### src/rtl/pswin_pkg.sv
// Purpose: Shared constants for the program space data window.
// Assumes: 16-bit effective addresses and 24-bit program words.
// Notes: Stall figures are extra instruction cycles at the core clock.
package pswin_pkg;
  // ==========================================================
  // Widths
  localparam int ADDR_W = 16;
  localparam int PAGE_W = 8;
  localparam int OFFS_W = 15;
  localparam int PROG_ADDR_W = PAGE_W + OFFS_W;
  localparam int WORD_W = 24;
  localparam int DATA_W = 16;
  localparam int CNT_W = 2;
  // ==========================================================
  // Address decode and reset values
  localparam int WIN_SEL_BIT = 15;
  localparam logic [ADDR_W-1:0] WIN_BASE = 16'h8000;
  localparam logic [PROG_ADDR_W-1:0] PROG_ADDR_RST = 23'h000000;
  localparam logic [DATA_W-1:0] DATA_RST = 16'h0000;
  localparam logic [ADDR_W-1:0] RAM_ADDR_RST = 16'h0000;
  // ==========================================================
  // Extra cycles per access class
  localparam logic [CNT_W-1:0] STALL_NONE = 2'h0;
  localparam logic [CNT_W-1:0] STALL_MOVE = 2'h1;
  localparam logic [CNT_W-1:0] STALL_OTHER = 2'h2;
  localparam logic [CNT_W-1:0] STALL_RPT_EDGE = 2'h2;
  localparam logic [CNT_W-1:0] STALL_RPT_MID = 2'h0;
  typedef enum logic [1:0] {ST_IDLE, ST_FETCH, ST_WAIT} pswin_state_type;
endpackage : pswin_pkg

### src/rtl/pswin_bridge.sv
// Purpose: Redirects upper-half data reads to a selectable program memory page.
// Assumes: Program memory answers in the same cycle as o_prog_req (async read).
// Notes: A request is taken only while o_ready is high; the core holds off otherwise.
`timescale 1ns/1ps
`default_nettype none
// Notes on behaviour
// - Upper 32 Kbyte data half can map onto any 32K-word program page.
// - Redirect only when address top bit is one and window enable is set.
// - Page select is 8 bits wide, choosing one of 256 pages.
// - Program address is page select above the 15 low address bits.
// - Low 15 data address bits map one to one onto program address bits.
// - A windowed read outside repeat loops or at a repeat edge stalls the instruction for extra fetch cycles.
// - Only the low 16 bits of the 24-bit program word are returned.
// - Redirection is suspended while a table read or write runs.
// - Outside repeat loops move and double move add one cycle.
// - Outside repeat loops all other instructions add two cycles.
// - In repeat loops first, last, interrupt exit and re-entry add two cycles.
// - Other repeat iterations access the window with no added cycle.
module pswin_bridge (
  input wire logic i_sys_clk,
  input wire logic i_sys_rst,
  input wire logic i_data_req,
  input wire logic [pswin_pkg::ADDR_W-1:0] i_effective_address,
  input wire logic i_program_space_window_en,
  input wire logic [pswin_pkg::PAGE_W-1:0] i_window_page_select,
  input wire logic i_table_busy,
  input wire logic i_move_instr,
  input wire logic i_in_repeat,
  input wire logic i_rpt_first,
  input wire logic i_rpt_last,
  input wire logic i_rpt_irq_exit,
  input wire logic i_rpt_irq_reentry,
  input wire logic [pswin_pkg::WORD_W-1:0] i_prog_word,
  output logic o_ready,
  output logic o_stall,
  output logic o_ram_req,
  output logic [pswin_pkg::ADDR_W-1:0] o_ram_addr,
  output logic o_prog_req,
  output logic [pswin_pkg::PROG_ADDR_W-1:0] o_prog_addr,
  output logic o_rd_valid,
  output logic [pswin_pkg::DATA_W-1:0] o_rd_data
);
  import pswin_pkg::*;

  // ==========================================================
  // Decode
  logic take;
  logic windowed;
  logic rpt_edge;
  logic [CNT_W-1:0] extra;
  logic [CNT_W-1:0] cnt;

  assign take = i_data_req && o_ready;
  // Table transfers own the program bus, so the window steps aside for them.
  assign windowed = i_effective_address[WIN_SEL_BIT] && i_program_space_window_en
                    && !i_table_busy;
  assign rpt_edge = i_rpt_first || i_rpt_last || i_rpt_irq_exit || i_rpt_irq_reentry;

  always_comb begin
    if (i_in_repeat) begin
      extra = rpt_edge ? STALL_RPT_EDGE : STALL_RPT_MID;
    end else begin
      extra = i_move_instr ? STALL_MOVE : STALL_OTHER;
    end
  end

  pswin_stall_counter #(
    .WIDTH(CNT_W)
  ) u_stall (
    .i_sys_clk(i_sys_clk),
    .i_sys_rst(i_sys_rst),
    .i_load(take && windowed),
    .i_load_value(extra),
    .o_count(cnt)
  );

  // ==========================================================
  // Sequencer
  pswin_state_type state;
  pswin_state_type next_state;
  logic ram_req;
  logic next_ram_req;
  logic [ADDR_W-1:0] ram_addr;
  logic [ADDR_W-1:0] next_ram_addr;
  logic [PROG_ADDR_W-1:0] prog_addr;
  logic [PROG_ADDR_W-1:0] next_prog_addr;
  logic rd_valid;
  logic next_rd_valid;
  logic [DATA_W-1:0] rd_data;
  logic [DATA_W-1:0] next_rd_data;

  always_comb begin
    next_state = state;
    next_ram_req = 1'b0;
    next_ram_addr = ram_addr;
    next_prog_addr = prog_addr;
    next_rd_valid = 1'b0;
    next_rd_data = rd_data;
    case (state)
      ST_IDLE: begin
        if (take && windowed) begin
          next_prog_addr = {i_window_page_select, i_effective_address[OFFS_W-1:0]};
          next_state = ST_FETCH;
        end else if (take) begin
          next_ram_req = 1'b1;
          next_ram_addr = i_effective_address;
        end
      end
      ST_FETCH: begin
        next_rd_data = i_prog_word[DATA_W-1:0];
        if (cnt == STALL_NONE) begin
          next_rd_valid = 1'b1;
          next_state = ST_IDLE;
        end else begin
          next_state = ST_WAIT;
        end
      end
      ST_WAIT: begin
        if (cnt == STALL_NONE) begin
          next_rd_valid = 1'b1;
          next_state = ST_IDLE;
        end
      end
      default: begin
        next_state = ST_IDLE;
      end
    endcase
  end

  always_ff @(posedge i_sys_clk or posedge i_sys_rst) begin
    if (i_sys_rst) begin
      state <= ST_IDLE;
      ram_req <= 1'b0;
      ram_addr <= RAM_ADDR_RST;
      prog_addr <= PROG_ADDR_RST;
      rd_valid <= 1'b0;
      rd_data <= DATA_RST;
    end else begin
      state <= next_state;
      ram_req <= next_ram_req;
      ram_addr <= next_ram_addr;
      prog_addr <= next_prog_addr;
      rd_valid <= next_rd_valid;
      rd_data <= next_rd_data;
    end
  end

  assign o_ready = (state == ST_IDLE);
  // The stall tracks the counter, so plain data accesses never see it.
  assign o_stall = (cnt != STALL_NONE);
  assign o_ram_req = ram_req;
  assign o_ram_addr = ram_addr;
  assign o_prog_req = (state == ST_FETCH);
  assign o_prog_addr = prog_addr;
  assign o_rd_valid = rd_valid;
  assign o_rd_data = rd_data;

  // ==========================================================
  // Checks
  a_ram_no_stall: assert property (@(posedge i_sys_clk) disable iff (i_sys_rst)
    take && !windowed |=> o_ram_req && !o_stall && !o_prog_req)
    else $error("plain data access stalled or missed data memory");

  a_table_suspends: assert property (@(posedge i_sys_clk) disable iff (i_sys_rst)
    take && i_effective_address[WIN_SEL_BIT] && i_program_space_window_en && i_table_busy
    |=> o_ram_req && !o_prog_req)
    else $error("window redirected during table transfer");

  a_prog_addr_map: assert property (@(posedge i_sys_clk) disable iff (i_sys_rst)
    take && windowed |=> o_prog_req && o_prog_addr ==
    {$past(i_window_page_select), $past(i_effective_address[OFFS_W-1:0])})
    else $error("program address not page over low offset");

  a_data_low_half: assert property (@(posedge i_sys_clk) disable iff (i_sys_rst)
    o_prog_req |=> o_rd_data == $past(i_prog_word[DATA_W-1:0]))
    else $error("returned data is not the low half of the word");

  a_move_one_stall: assert property (@(posedge i_sys_clk) disable iff (i_sys_rst)
    take && windowed && !i_in_repeat && i_move_instr
    |=> o_stall ##1 !o_stall ##1 o_rd_valid)
    else $error("move through window not exactly one extra cycle");

  a_other_two_stall: assert property (@(posedge i_sys_clk) disable iff (i_sys_rst)
    take && windowed && !i_in_repeat && !i_move_instr
    |=> o_stall[*2] ##1 !o_stall && !o_rd_valid ##1 o_rd_valid)
    else $error("other instruction not exactly two extra cycles");

  a_rpt_edge_two: assert property (@(posedge i_sys_clk) disable iff (i_sys_rst)
    take && windowed && i_in_repeat && rpt_edge |=> o_stall[*2] ##1 !o_stall)
    else $error("repeat edge iteration not two extra cycles");

  a_rpt_mid_single: assert property (@(posedge i_sys_clk) disable iff (i_sys_rst)
    take && windowed && i_in_repeat && !rpt_edge |=> !o_stall ##1 o_rd_valid)
    else $error("middle repeat iteration stalled");

  a_busy_not_ready: assert property (@(posedge i_sys_clk) disable iff (i_sys_rst)
    take && windowed |=> !o_ready)
    else $error("new request accepted during window access");

  // Ready may only come back together with the data, so no request slips in early.
  a_ready_with_data: assert property (@(posedge i_sys_clk) disable iff (i_sys_rst)
    !o_ready |=> o_ready == o_rd_valid)
    else $error("ready returned without read data");

  // The longest access class adds two cycles, so four cycles bound every windowed read.
  a_window_latency: assert property (@(posedge i_sys_clk) disable iff (i_sys_rst)
    take && windowed |-> ##[2:4] o_rd_valid)
    else $error("windowed read did not complete in time");

  a_fetch_pulse: assert property (@(posedge i_sys_clk) disable iff (i_sys_rst)
    o_prog_req |=> !o_prog_req)
    else $error("program fetch lasted more than one cycle");

  a_valid_pulse: assert property (@(posedge i_sys_clk) disable iff (i_sys_rst)
    o_rd_valid |=> !o_rd_valid)
    else $error("read valid lasted more than one cycle");

  a_stall_only_busy: assert property (@(posedge i_sys_clk) disable iff (i_sys_rst)
    o_stall |-> !o_ready)
    else $error("stall raised while no window access was running");
endmodule : pswin_bridge
`default_nettype wire

### src/rtl/pswin_stall_counter.sv
// Purpose: Down counter that holds the remaining extra cycles of an access.
// Assumes: Loaded once per access, counts down to zero and rests there.
// Notes: Load wins over the decrement.
`timescale 1ns/1ps
`default_nettype none
module pswin_stall_counter #(
  parameter int WIDTH = 2
) (
  input wire logic i_sys_clk,
  input wire logic i_sys_rst,
  input wire logic i_load,
  input wire logic [WIDTH-1:0] i_load_value,
  output logic [WIDTH-1:0] o_count
);
  logic [WIDTH-1:0] count;
  logic [WIDTH-1:0] next_count;

  always_comb begin
    next_count = count;
    if (i_load) begin
      next_count = i_load_value;
    end else if (count != '0) begin
      next_count = count - WIDTH'(1);
    end
  end

  always_ff @(posedge i_sys_clk or posedge i_sys_rst) begin
    if (i_sys_rst) begin
      count <= '0;
    end else begin
      count <= next_count;
    end
  end

  assign o_count = count;
endmodule : pswin_stall_counter
`default_nettype wire

### config.mk
export PLATFORM = sky130hd
export DESIGN_NAME = pswin_bridge
export DESIGN_NICKNAME = d
export VERILOG_FILES = /design/src/rtl/pswin_pkg.sv /design/src/rtl/pswin_bridge.sv /design/src/rtl/pswin_stall_counter.sv
export SDC_FILE = /design/constraint.sdc
export NUM_CORES = 1
export LEC_CHECK = 0
export ABC_AREA = 1
export BUFFER_PORTS_ARGS = -buffer_cell sky130_fd_sc_hd__buf_2
export CORE_MARGIN = 1.5
export CORE_UTILIZATION = 40
export DETAILED_ROUTE_END_ITERATION = 16
export PLACE_DENSITY = 0.69
export RECOVER_POWER = 25
export SLEW_MARGIN = 40
export SYNTH_ARGS = -nofsm -noshare
export SYNTH_HDL_FRONTEND = slang
export SYNTH_SLANG_ARGS = --single-unit
### constraint.sdc
create_clock -name i_sys_clk -period 2.2 [get_ports i_sys_clk]
set_clock_uncertainty 0.05 [all_clocks]
set_input_delay 0.11 -clock i_sys_clk [delete_from_list [all_inputs] [get_ports i_sys_clk]]
set_output_delay 0.11 -clock i_sys_clk [all_outputs]
set_load 0.005 [all_outputs]
==> load_flow_metrics.sql, run 1 <==
INSERT INTO impl_metrics (metric_group, metric, value, unit) VALUES
('cells_and_area', 'ratio_of_cells_with_drive_above_1_in_the_final_layout', '29.2', '%'),
('timing', 'crit_path_time_final', '1790', 'ps'),
('setup_path', 'end_kind', 'flop', ''),
('clock_tree', 'cts_num_sinks', '61', ''),
('setup_path', 'worst-setup-path-type', 'reg2reg', ''),
('clock_tree', 'cts_tree', 'yes', ''),
('power_and_ir_drop', 'p_leak', '2.08', 'nW'),
('floorplanning', 'floorplan.io_pins', '119', ''),
('yosys', 'postSynthAreaPerCell', '9.06', 'sq um'),
('clock_tree', 'clock_path_buffers', '2', ''),
('floorplanning', 'design.die.area', '6760', 'sq um'),
('yosys', 'synth_sequential_area_ratio', '60.8', '%'),
('yosys', 'dominantRegCellSynth', 'sky130_fd_sc_hd__dfrtp_1', ''),
('floorplanning', 'core_area', '5990', 'sq um'),
('clock_tree', 'clock_latency', '330', 'ps'),
('placed_design', 'routabilityCongestion', '0.736', ''),
('cells_and_area', 'relative_area_change_from_synthesis_to_final_layout', '46.5', '%'),
('clock_tree', 'clk_root_buffer_cell', 'sky130_fd_sc_hd__clkbuf_8', ''),
('global_routing', 'grt_start_max_net_pins', '39', ''),
('routing', 'vias_per_cell', '4.50', ''),
('yosys', 'count_of_flip_flops_with_a_built_in_enable_after_synthesis', '0', ''),
('global_routing', 'grt_resource_usage_total', '20.1', '%'),
('floorplanning', 'placement_rows', '28', ''),
('yosys', 'asyncSetResetFlopFracSynth', '100', '%'),
('power_and_ir_drop', 'power_per_cell_area', '1230', 'nW/um^2'),
('routing', 'dr.first_iter.drc_count', '81', ''),
('timing', 'grt_setup_unrepaired', 'false', ''),
('routing', 'num_vias', '2296', ''),
('yosys', 'syn-cell-area', '2510', 'sq um'),
('floorplanning', 'vertical_die_dimension', '82.2', 'um'),
('routing', '1st_pass_router_iterations', '4', ''),
('clock_tree', 'cts-buffers-inserted', '9', ''),
('global_routing', 'initial_antenna_violation_count', '0', ''),
('routing', 'routed_wl', '6270', 'um'),
('run', 'number_of_max_capacitance_violations_reported', '0', ''),
('cells_and_area', 'diodes', '0', ''),
('yosys', 'yosys_warn_count', '0', ''),
('timing', 'timing.slew.headroom', '30.4', '%'),
('floorplanning', 'die_width', '82.2', 'um'),
('timing', 'timing.setup.tns', '0', 'ps'),
('clock_tree', 'post-cts-setup-buffer-count', '0', ''),
('status', 'status', 'completed', ''),
('clock_tree', 'clkSlewWorstSetupHoldPaths', '60', 'ps'),
('routing', 'drt_drc_violations_left', '0', ''),
('cells_and_area', 'final_common_cell', 'sky130_fd_sc_hd__nand2_1', ''),
('timing', 'drv_slew', '0', ''),
('yosys', 'syn-num-nets', '341', ''),
('global_routing', 'first_global_vias', '2353', ''),
('cells_and_area', 'commonest_cells_after_routing_fill_and_taps_aside', 'sky130_fd_sc_hd__nand2_1 (109), sky130_fd_sc_hd__buf_2 (102), sky130_fd_sc_hd__dfrtp_1 (61), sky130_fd_sc_hd__dlygate4sd3_1 (40), sky130_fd_sc_hd__inv_1 (30)', ''),
('timing', 'report.final.setup_viol', '0', ''),
('clock_tree', 'cts_repair_resize_count', '0', ''),
('setup_path', 'crit_fanout', '38', ''),
('timing', 'finalHoldViolCount', '0', ''),
('yosys', 'synth_seq_cells', '61', ''),
('placed_design', 'dpl.hpwl', '3790', 'um'),
('routing', 'antenna_violating_nets_post_route', '0', ''),
('timing', 'fin_crit_sh', '81.4', '%'),
('setup_path', 'worst_setup_path_start_kind', 'flop', ''),
('hold_path', 'worst_hold_path_type', 'in2reg', ''),
('global_routing', 'grt_overflow_total', '0', ''),
('yosys', 'post_synth_num_cell_types', '18', ''),
('placed_design', 'port_buffers', '110', ''),
('clock_tree', 'ctsHtreeMaxLevel', '3', ''),
('timing', 'worst_slew_pin_slew', '1040', 'ps'),
('floorplanning', 'initial_core_util', '41.9', '%'),
('placed_design', 'place_inst', '455', ''),
('setup_path', 'cp_arrival', '1930', 'ps'),
('cells_and_area', 'design.final.nets', '495', ''),
('yosys', 'synthesis.instances', '277', ''),
('setup_path', 'cp.required', '2340', 'ps'),
('global_routing', 'first_pass_grt_wire_length', '10200', 'um'),
('timing', 'maximum_clock_rate', '0.558', 'GHz'),
('routing', 'avgRoutedWirePerCell', '12.3', 'um'),
('clock_tree', 'hold_buffers', '40', ''),
('power_and_ir_drop', 'power.ir.vdd_worst', '0.645', 'mV'),
('cells_and_area', 'final_non_filler_cells', '510', '');
[critical path: stages, from the launching register on]
cell	delay (ps)
sky130_fd_sc_hd__dfrtp_1	400
sky130_fd_sc_hd__inv_1	120
sky130_fd_sc_hd__ha_1	170
sky130_fd_sc_hd__nand2_1	110
sky130_fd_sc_hd__nor2_4	290
sky130_fd_sc_hd__nand2_2	60
sky130_fd_sc_hd__buf_4	260
sky130_fd_sc_hd__nand2_1	90
sky130_fd_sc_hd__o21ai_0	90
[area by class of cell]
class                   count  area [sq um]
well taps                  75          93.8
repair buffers            155           991
flip-flops and latches     61          1530
fillers                   512          2310
multi-input cells         173           790
clock inverters             2          10.0
clock buffers              13           149
inverters                  31           116
[kinds of logic after synthesis]
| kind of cell | after synthesis | synth area share [%] |
|---|---|---|
| flip-flops | 61 | 60.8 |
| AND/OR/NAND/NOR | 135 | 21.5 |
| buffers and inverters | 43 | 7.68 |
| AO/OA/AOI/OAI | 32 | 7.13 |
| XOR/XNOR | 1 | 0.349 |
| adder cells (fa/ha/maj) | 5 | 2.49 |
[power by group]
| group | switching, W | total, W | internal (W) |
|---|---|---|---|
| combinational | 0.000939 | 0.00172 | 0.000781 |
| clock | 0.000403 | 0.000834 | 0.000431 |
| sequential | 0.000288 | 0.00195 | 0.00166 |
| total | 0.00163 | 0.00451 | 0.00288 |
[Yosys cell counts (2+ instances only)]
cell type                  number  area [sq um]
sky130_fd_sc_hd__nand2_1      109           409
sky130_fd_sc_hd__dfrtp_1       61          1530
sky130_fd_sc_hd__inv_1         30           113
sky130_fd_sc_hd__o21ai_0       22           110
sky130_fd_sc_hd__nand3_1       12          60.1
sky130_fd_sc_hd__nor2_1        10          37.5
sky130_fd_sc_hd__buf_2          7          35.0
sky130_fd_sc_hd__ha_1           5          62.6
sky130_fd_sc_hd__o21ai_1        5          25.0
sky130_fd_sc_hd__o21ai_2        5          43.8
sky130_fd_sc_hd__buf_6          3          33.8
sky130_fd_sc_hd__clkbuf_1       2          7.51
[worst paths after layout]
check,start,end,slack (ps),cells past startpoint
worst min-delay path,i_effective_address[9],o_ram_addr[9]$_DFFE_PP0P_,9,3
worst min register to register,o_rd_data[12]$_DFFE_PP0P_,o_rd_data[12]$_DFFE_PP0P_,420,2
worst max-delay path,state[0]$_DFFE_PP0P_,o_prog_addr[7]$_DFFE_PP0P_,410,8
worst max register to register,state[0]$_DFFE_PP0P_,o_prog_addr[7]$_DFFE_PP0P_,410,8
min in group asynchronous,i_sys_rst,o_rd_data[0]$_DFFE_PP0P_,530,3
max in group asynchronous,i_sys_rst,o_prog_addr[17]$_DFFE_PP0P_,840,4
[registers in the layout, indices dropped and copies added, names as in the netlist]
signal / count
state: 2
u_stall.o_count: 2
o_ram_addr: 16
o_ram_req: 1
o_rd_data: 16
o_rd_valid: 1
o_prog_addr: 23
[layer usage]
layer	track usage [%]	wire, um
met5	0	0
met4	8.14	80
met2	34.6	2990
met3	6.92	507
met1	22.6	2690
[stage by stage]
step	hold slack [ps]	area (sq um)	power, W	utilization, %	worst slack (ps)
2_1_floorplan	172	2510	0.00285	-	527
4_1_cts	0.666	3690	0.00454	61.5	417
3_5_place_dp	161	3130	0.00363	52.2	446
3_3_place_gp	161	3130	0.00357	52.2	461
5_1_grt	17.5	3680	0.00493	61.4	249
6_report	9.07	3680	0.00451	61.4	409
Power figures use the tool's default switching activity.
==> run 2, diff against run 1 <==
==> constraint.sdc (replaced) <==
create_clock -name i_sys_clk -period 1.7 [get_ports i_sys_clk]
set_clock_uncertainty 0.05 [all_clocks]
set_input_delay 0.085 -clock i_sys_clk [delete_from_list [all_inputs] [get_ports i_sys_clk]]
set_output_delay 0.085 -clock i_sys_clk [all_outputs]
set_load 0.005 [all_outputs]
==> run 2 against run 1 <==
Clock power rose by 71%; sequential power rose by 28%; register-to-register slack got worse by 210 ps; non-clock buffer count rose by 3; via count fell by 0.30%; combinational power rose by 34%; wire length fell by 2.6%; power rose by 38%; die area did not move; core utilization rose by 1.9 points; largest cell class unchanged.
==> load_flow_metrics.sql, run 2 (synthesis gave the netlist of run 1 again) <==
INSERT INTO impl_metrics (metric_group, metric, value, unit) VALUES
('status', 'status', 'completed', ''),
('setup_path', 'crit_fanout', '38', ''),
('cells_and_area', 'multi_input_area', '790', 'sq um'),
('routing', 'antenna_violating_nets_post_route', '0', ''),
('routing', 'num_vias', '2289', ''),
('timing', 'maximum_clock_rate', '0.665', 'GHz'),
('global_routing', 'grt_start_max_net_pins', '62', ''),
('floorplanning', 'design.die.area', '6760', 'sq um'),
('cells_and_area', 'ratio_of_cells_with_drive_above_1_in_the_final_layout', '31.9', '%'),
('power_and_ir_drop', 'switching_share', '34.3', '%'),
('global_routing', 'grt_overflow_total', '0', ''),
('floorplanning', 'initial_core_util', '41.9', '%'),
('cells_and_area', 'ff_latch_area', '1530', 'sq um'),
('timing', 'grt_setup_unrepaired', 'false', ''),
('clock_tree', 'clock_latency', '330', 'ps'),
('floorplanning', 'floorplan.io_pins', '119', ''),
('clock_tree', 'ctsHtreeMaxLevel', '3', ''),
('power_and_ir_drop', 'switchingPower', '0.00214', 'W'),
('power_and_ir_drop', 'clock_power_share', '23.0', '%'),
('placed_design', 'routabilityCongestion', '0.729', ''),
('global_routing', 'grt_resource_usage_total', '19.8', '%'),
('floorplanning', 'core_area', '5990', 'sq um'),
('setup_path', 'cp.required', '1890', 'ps'),
('cells_and_area', 'fillerInstances', '521', ''),
('clock_tree', 'cts_num_sinks', '61', ''),
('clock_tree', 'clock_path_buffers', '2', ''),
('power_and_ir_drop', 'intPower', '0.00409', 'W'),
('global_routing', 'first_global_vias', '2320', ''),
('routing', 'dr.first_iter.drc_count', '56', ''),
('power_and_ir_drop', 'p_leak', '2.15', 'nW'),
('global_routing', 'first_pass_grt_wire_length', '9980', 'um'),
('clock_tree', 'cts_tree', 'yes', ''),
('hold_path', 'worst_hold_path_type', 'in2reg', ''),
('timing', 'finalHoldViolCount', '0', ''),
('setup_path', 'end_kind', 'flop', ''),
('cells_and_area', 'commonest_cells_after_routing_fill_and_taps_aside', 'sky130_fd_sc_hd__nand2_1 (109), sky130_fd_sc_hd__buf_2 (109), sky130_fd_sc_hd__dfrtp_1 (61), sky130_fd_sc_hd__dlygate4sd3_1 (41), sky130_fd_sc_hd__inv_1 (29)', ''),
('timing', 'crit_path_time_final', '1500', 'ps'),
('timing', 'timing.setup.tns', '0', 'ps'),
('clock_tree', 'post-cts-setup-buffer-count', '0', ''),
('routing', 'vias_per_cell', '4.45', ''),
('power_and_ir_drop', 'p_seq_share', '40.2', '%'),
('power_and_ir_drop', 'power_per_cell_area', '1650', 'nW/um^2'),
('power_and_ir_drop', 'power.ir.vdd_worst', '0.929', 'mV'),
('placed_design', 'port_buffers', '110', ''),
('timing', 'worst_slew_pin_slew', '809', 'ps'),
('cells_and_area', 'design.final.nets', '498', ''),
('timing', 'final.setup.worst_slack', '196', 'ps'),
('floorplanning', 'placement_rows', '28', ''),
('clock_tree', 'clk_root_buffer_cell', 'sky130_fd_sc_hd__clkbuf_8', ''),
('timing', 'fin_crit_sh', '88.5', '%'),
('timing', 'timing.slew.headroom', '46.1', '%'),
('power_and_ir_drop', 'combinationalPowerShare', '36.9', '%'),
('setup_path', 'cp_arrival', '1690', 'ps'),
('global_routing', 'initial_antenna_violation_count', '0', ''),
('setup_path', 'worst-setup-path-type', 'reg2reg', ''),
('floorplanning', 'vertical_die_dimension', '82.2', 'um'),
('cells_and_area', 'relative_area_change_from_synthesis_to_final_layout', '51.1', '%'),
('floorplanning', 'die_width', '82.2', 'um'),
('routing', 'routed_wl', '6110', 'um'),
('cells_and_area', 'diodes', '0', ''),
('timing', 'report.final.setup_viol', '0', ''),
('timing', 'drv_slew', '0', ''),
('routing', 'drt_drc_violations_left', '0', ''),
('routing', '1st_pass_router_iterations', '4', ''),
('clock_tree', 'clkSlewWorstSetupHoldPaths', '70', 'ps'),
('placed_design', 'dpl.hpwl', '3810', 'um'),
('run', 'number_of_max_capacitance_violations_reported', '0', ''),
('routing', 'avgRoutedWirePerCell', '11.9', 'um'),
('placed_design', 'dp_worst_setup_slack', '201', 'ps'),
('clock_tree', 'cts-buffers-inserted', '9', ''),
('cells_and_area', 'largest_register_ff_count', '23', ''),
('setup_path', 'worst_setup_path_start_kind', 'flop', '');
run 2: final cells by class:
| type | instances | share of cell area [%] |
|---|---|---|
| Timing Repair Buffer | 158 | 27.4 |
| Multi-Input combinational cell | 173 | 20.8 |
| Tap cell | 75 | 2.48 |
| Sequential cell | 61 | 40.3 |
| Inverter | 31 | 3.07 |
| Clock inverter | 5 | 2.21 |
| Clock buffer | 11 | 3.73 |
run 2: final timing paths:
| path | start | to | slack (ps) | cells after the start |
|---|---|---|---|---|
| worst min register to register | o_rd_data[1]$_DFFE_PP0P_ | o_rd_data[1]$_DFFE_PP0P_ | 420 | 2 |
| min in group asynchronous | i_sys_rst | o_rd_data[14]$_DFFE_PP0P_ | 500 | 4 |
| worst max register to register | state[0]$_DFFE_PP0P_ | o_prog_addr[7]$_DFFE_PP0P_ | 200 | 7 |
| max in group asynchronous | i_sys_rst | o_prog_addr[5]$_DFFE_PP0P_ | 580 | 4 |
| worst max-delay path | state[0]$_DFFE_PP0P_ | o_prog_addr[7]$_DFFE_PP0P_ | 200 | 7 |
| worst min-delay path | i_table_busy | u_stall.o_count[0]$_DFFE_PP0P_ | 70 | 5 |
run 2: timing repair:
action	4_1_cts	5_1_grt
hold buffers	41	0
hold endpoints to repair	114	0
resized for setup	0	0
run 2: critical path, stage by stage (launching register included):
cell and delay [ps]:
sky130_fd_sc_hd__dfrtp_1 400, sky130_fd_sc_hd__inv_1 110, sky130_fd_sc_hd__ha_1 160, sky130_fd_sc_hd__nand2_1 110
sky130_fd_sc_hd__nor2_4 140, sky130_fd_sc_hd__nand2_2 70, sky130_fd_sc_hd__buf_12 170, sky130_fd_sc_hd__o21ai_0 190
run 2: per-layer routing:
metal,share of wire (%),wire length (um),global-route usage [%]
met3,8.7,529,9.78
met2,47,2890,34.5
met4,1.1,66,5.42
met5,0,0,0
met1,43,2620,21.0
run 2: per-stage QoR:
stage | hold slack (ps) | util, % | total power, W | cell area [sq um] | instances
2_1_floorplan | 147 | - | 0.00368 | 2510 | 277
4_1_cts | 64.6 | 63.5 | 0.00631 | 3800 | 514
3_3_place_gp | 126 | 52.9 | 0.00467 | 3170 | 457
5_1_grt | 91.2 | 63.3 | 0.00682 | 3790 | 514
3_5_place_dp | 125 | 52.9 | 0.00477 | 3170 | 457
6_report | 70.4 | 63.3 | 0.00624 | 3790 | 514
run 2: power groups by stage:
stage	Combinational, W	Sequential [W]	Clock, W
floorplan	0.00110	0.00258	0
detailed placement	0.00225	0.00253	0
finish	0.00230	0.00250	0.00143
global placement	0.00217	0.00250	0
CTS	0.00233	0.00251	0.00147
global route	0.00267	0.00259	0.00156
==> run 3, diff against run 2 <==
==> constraint.sdc (replaced) <==
create_clock -name i_sys_clk -period 1.7 [get_ports i_sys_clk]
set_clock_uncertainty 0.05 [all_clocks]
set_input_delay 0 -clock i_sys_clk [delete_from_list [all_inputs] [get_ports i_sys_clk]]
set_output_delay 0 -clock i_sys_clk [all_outputs]
set_load 0.005 [all_outputs]
==> run 3 against run 2 <==
Cell count rose by 0.39%; worst setup slack got worse by 1.6 ps; cell area barely moved; highest routed layer unchanged; critical endpoint is now state[1]$_DFFE_PP0P_; combinational power barely moved; count of clock-buffer cells in the layout did not move; critical path type unchanged; hold slack got worse by 41 ps; global-route usage fell by 1.3 points; core utilization barely moved; register-to-register slack barely moved; sequential power barely moved; first-iteration DRC count rose by 57%.
==> load_flow_metrics.sql, run 3 (synthesis gave the netlist of run 1 again) <==
INSERT INTO impl_metrics (metric_group, metric, value, unit) VALUES
('cells_and_area', 'design.final.nets', '500', ''),
('cells_and_area', 'utilization', '63.3', '%'),
('floorplanning', 'core_area', '5990', 'sq um'),
('routing', '1st_pass_router_iterations', '4', ''),
('floorplanning', 'floorplan.io_pins', '119', ''),
('placed_design', 'routabilityCongestion', '0.719', ''),
('placed_design', 'dp_worst_setup_slack', '201', 'ps'),
('clock_tree', 'clk_root_buffer_cell', 'sky130_fd_sc_hd__clkbuf_8', ''),
('cells_and_area', 'commonest_cells_after_routing_fill_and_taps_aside', 'sky130_fd_sc_hd__buf_2 (110), sky130_fd_sc_hd__nand2_1 (109), sky130_fd_sc_hd__dfrtp_1 (61), sky130_fd_sc_hd__dlygate4sd3_1 (43), sky130_fd_sc_hd__inv_1 (30)', ''),
('global_routing', 'first_global_vias', '2179', ''),
('setup_path', 'reg_to_reg_critical_path_startpoint', 'state[0]$_DFFE_PP0P_', ''),
('global_routing', 'grt_overflow_total', '0', ''),
('global_routing', 'grt_start_max_net_pins', '62', ''),
('timing', 'maximum_clock_rate', '0.664', 'GHz'),
('setup_path', 'end_kind', 'flop', ''),
('power_and_ir_drop', 'p_leak', '2.16', 'nW'),
('setup_path', 'timing.critical_path.mode_cell', 'sky130_fd_sc_hd__nand2_1', ''),
('placed_design', 'place_inst', '457', ''),
('routing', 'vias_per_cell', '4.44', ''),
('setup_path', 'worst_setup_path_start_kind', 'flop', ''),
('setup_path', 'cp.required', '1870', 'ps'),
('setup_path', 'crit_fanout', '3', ''),
('clock_tree', 'clkSlewWorstSetupHoldPaths', '60', 'ps'),
('routing', 'avgRoutedWirePerCell', '11.6', 'um'),
('clock_tree', 'cts_tree', 'yes', ''),
('global_routing', 'initial_antenna_violation_count', '0', ''),
('routing', 'dr.first_iter.drc_count', '88', ''),
('setup_path', 'critical_path.max_stage_delay', '400', 'ps'),
('cells_and_area', 'relative_area_change_from_synthesis_to_final_layout', '51.1', '%'),
('floorplanning', 'die_width', '82.2', 'um'),
('hold_path', 'worst_hold_path_type', 'in2reg', ''),
('setup_path', 'critPathSlowestCell', 'sky130_fd_sc_hd__dfrtp_1', ''),
('cells_and_area', 'ratio_of_cells_with_drive_above_1_in_the_final_layout', '31.5', '%'),
('setup_path', 'critical_path.top_delay_family', 'flip-flops', ''),
('cells_and_area', 'largest_register_ff_count', '23', ''),
('clock_tree', 'hold_buffers', '43', ''),
('clock_tree', 'post-cts-setup-buffer-count', '0', ''),
('status', 'status', 'completed', ''),
('cells_and_area', 'final_common_cell', 'sky130_fd_sc_hd__buf_2', ''),
('floorplanning', 'vertical_die_dimension', '82.2', 'um'),
('floorplanning', 'initial_core_util', '41.9', '%'),
('clock_tree', 'cts_num_sinks', '61', ''),
('timing', 'finalHoldViolCount', '0', ''),
('setup_path', 'startpoint', 'state[0]$_DFFE_PP0P_', ''),
('power_and_ir_drop', 'power.ir.vdd_worst', '0.948', 'mV'),
('timing', 'timing.setup.tns', '0', 'ps'),
('cells_and_area', 'fillerInstances', '520', ''),
('routing', 'drt_drc_violations_left', '0', ''),
('timing', 'report.final.setup_viol', '0', ''),
('routing', 'num_vias', '2292', ''),
('setup_path', 'cp_cell_sequence', 'inv_1 > ha_1 > nand2_1 > o21ai_0 > nand2_1 > nand2_1 > nand2_1', ''),
('clock_tree', 'clock_latency', '320', 'ps'),
('timing', 'fin_crit_sh', '88.5', '%'),
('placed_design', 'placedInstanceArea', '3170', 'sq um'),
('power_and_ir_drop', 'power_per_cell_area', '1610', 'nW/um^2'),
('timing', 'grt_setup_unrepaired', 'false', ''),
('timing', 'crit_path_time_final', '1510', 'ps'),
('floorplanning', 'placement_rows', '28', ''),
('hold_path', 'hold_path_startpoint', 'i_program_space_window_en', ''),
('setup_path', 'worst-setup-path-type', 'reg2reg', ''),
('clock_tree', 'ctsHtreeMaxLevel', '3', ''),
('placed_design', 'port_buffers', '110', ''),
('global_routing', 'first_pass_grt_wire_length', '9360', 'um'),
('clock_tree', 'cts_repair_resize_count', '0', ''),
('floorplanning', 'design.die.area', '6760', 'sq um'),
('run', 'number_of_max_capacitance_violations_reported', '0', ''),
('setup_path', 'worst-path-buf-inv', '1', ''),
('timing', 'timing.slew.headroom', '46.9', '%'),
('timing', 'drv_slew', '0', ''),
('clock_tree', 'cts-buffers-inserted', '9', ''),
('clock_tree', 'clock_path_buffers', '2', ''),
('cells_and_area', 'diodes', '0', ''),
('cells_and_area', 'stdcell_area', '3790', 'sq um'),
('setup_path', 'cp_arrival', '1670', 'ps'),
('placed_design', 'dpl.hpwl', '3680', 'um'),
('timing', 'worst_slew_pin_slew', '796', 'ps'),
('routing', 'routed_wl', '6000', 'um'),
('routing', 'antenna_violating_nets_post_route', '0', ''),
('cells_and_area', 'final_non_filler_cells', '516', ''),
('global_routing', 'grt_resource_usage_total', '18.5', '%'),
('timing', 'final.setup.worst_slack', '195', 'ps');
## run 3: cell types whose count changed in the layout (fill, tap and decap cells not counted), sizes merged
cell         change
clkinvlp         -2
dlygate4sd3      +2
buf              +1
clkbuf           -1
clkinv           +1
inv              +1
## run 3: stage by stage
step | power [W] | hold WS, ps
after floorplan | 0.00368 | 62.5
after global placement | 0.00467 | 41.0
after detailed placement | 0.00475 | 41.6
after CTS | 0.00620 | 9.44
after global routing | 0.00668 | 34.1
final | 0.00612 | 29.0
## run 3: report_power, final
group / internal (W) / total (W) / switching [W]
sequential: 0.00215 / 0.00251 / 0.000360
clock: 0.000819 / 0.00134 / 0.000522
combinational: 0.00107 / 0.00227 / 0.00120
total: 0.00405 / 0.00612 / 0.00208
## run 3: per-layer routing
layer	vias to the layer above	global-route usage, %	wire, um	part of all wire (%)
met1	1036	22.6	2670	45
met4	0	9.15	94	1.6
met5	-	0	0	0
li1	1163	-	-	-
met3	10	4.73	411	6.8
met2	83	30.2	2830	47
## run 3: final cells by class
cell class | count | area [sq um] | area share, %
Clock buffer | 11 | 131 | 3.47
Multi-Input combinational cell | 173 | 790 | 20.8
Timing Repair Buffer | 160 | 1060 | 27.9
Tap cell | 75 | 93.8 | 2.48
Clock inverter | 5 | 75.1 | 1.98
Sequential cell | 61 | 1530 | 40.3
Inverter | 31 | 116 | 3.07
## run 3: worst paths after layout
| kind | endpoint | slack (ps) | cells after the start |
|---|---|---|---|
| max | state[1]$_DFFE_PP0P_ | 190 | 7 |
| min | o_ram_addr[15]$_DFFE_PP0P_ | 30 | 4 |
| max reg2reg | state[1]$_DFFE_PP0P_ | 190 | 7 |
| min reg2reg | o_rd_data[2]$_DFFE_PP0P_ | 420 | 2 |
| max in group asynchronous | o_ram_addr[14]$_DFFE_PP0P_ | 640 | 4 |
| min in group asynchronous | state[0]$_DFFE_PP0P_ | 450 | 4 |
## run 3: tightest hold or removal path: stages
cell                      delay, ps
sky130_fd_sc_hd__buf_2          100
sky130_fd_sc_hd__nand3_2        120
sky130_fd_sc_hd__nand3_1         90
sky130_fd_sc_hd__nand2_1         60
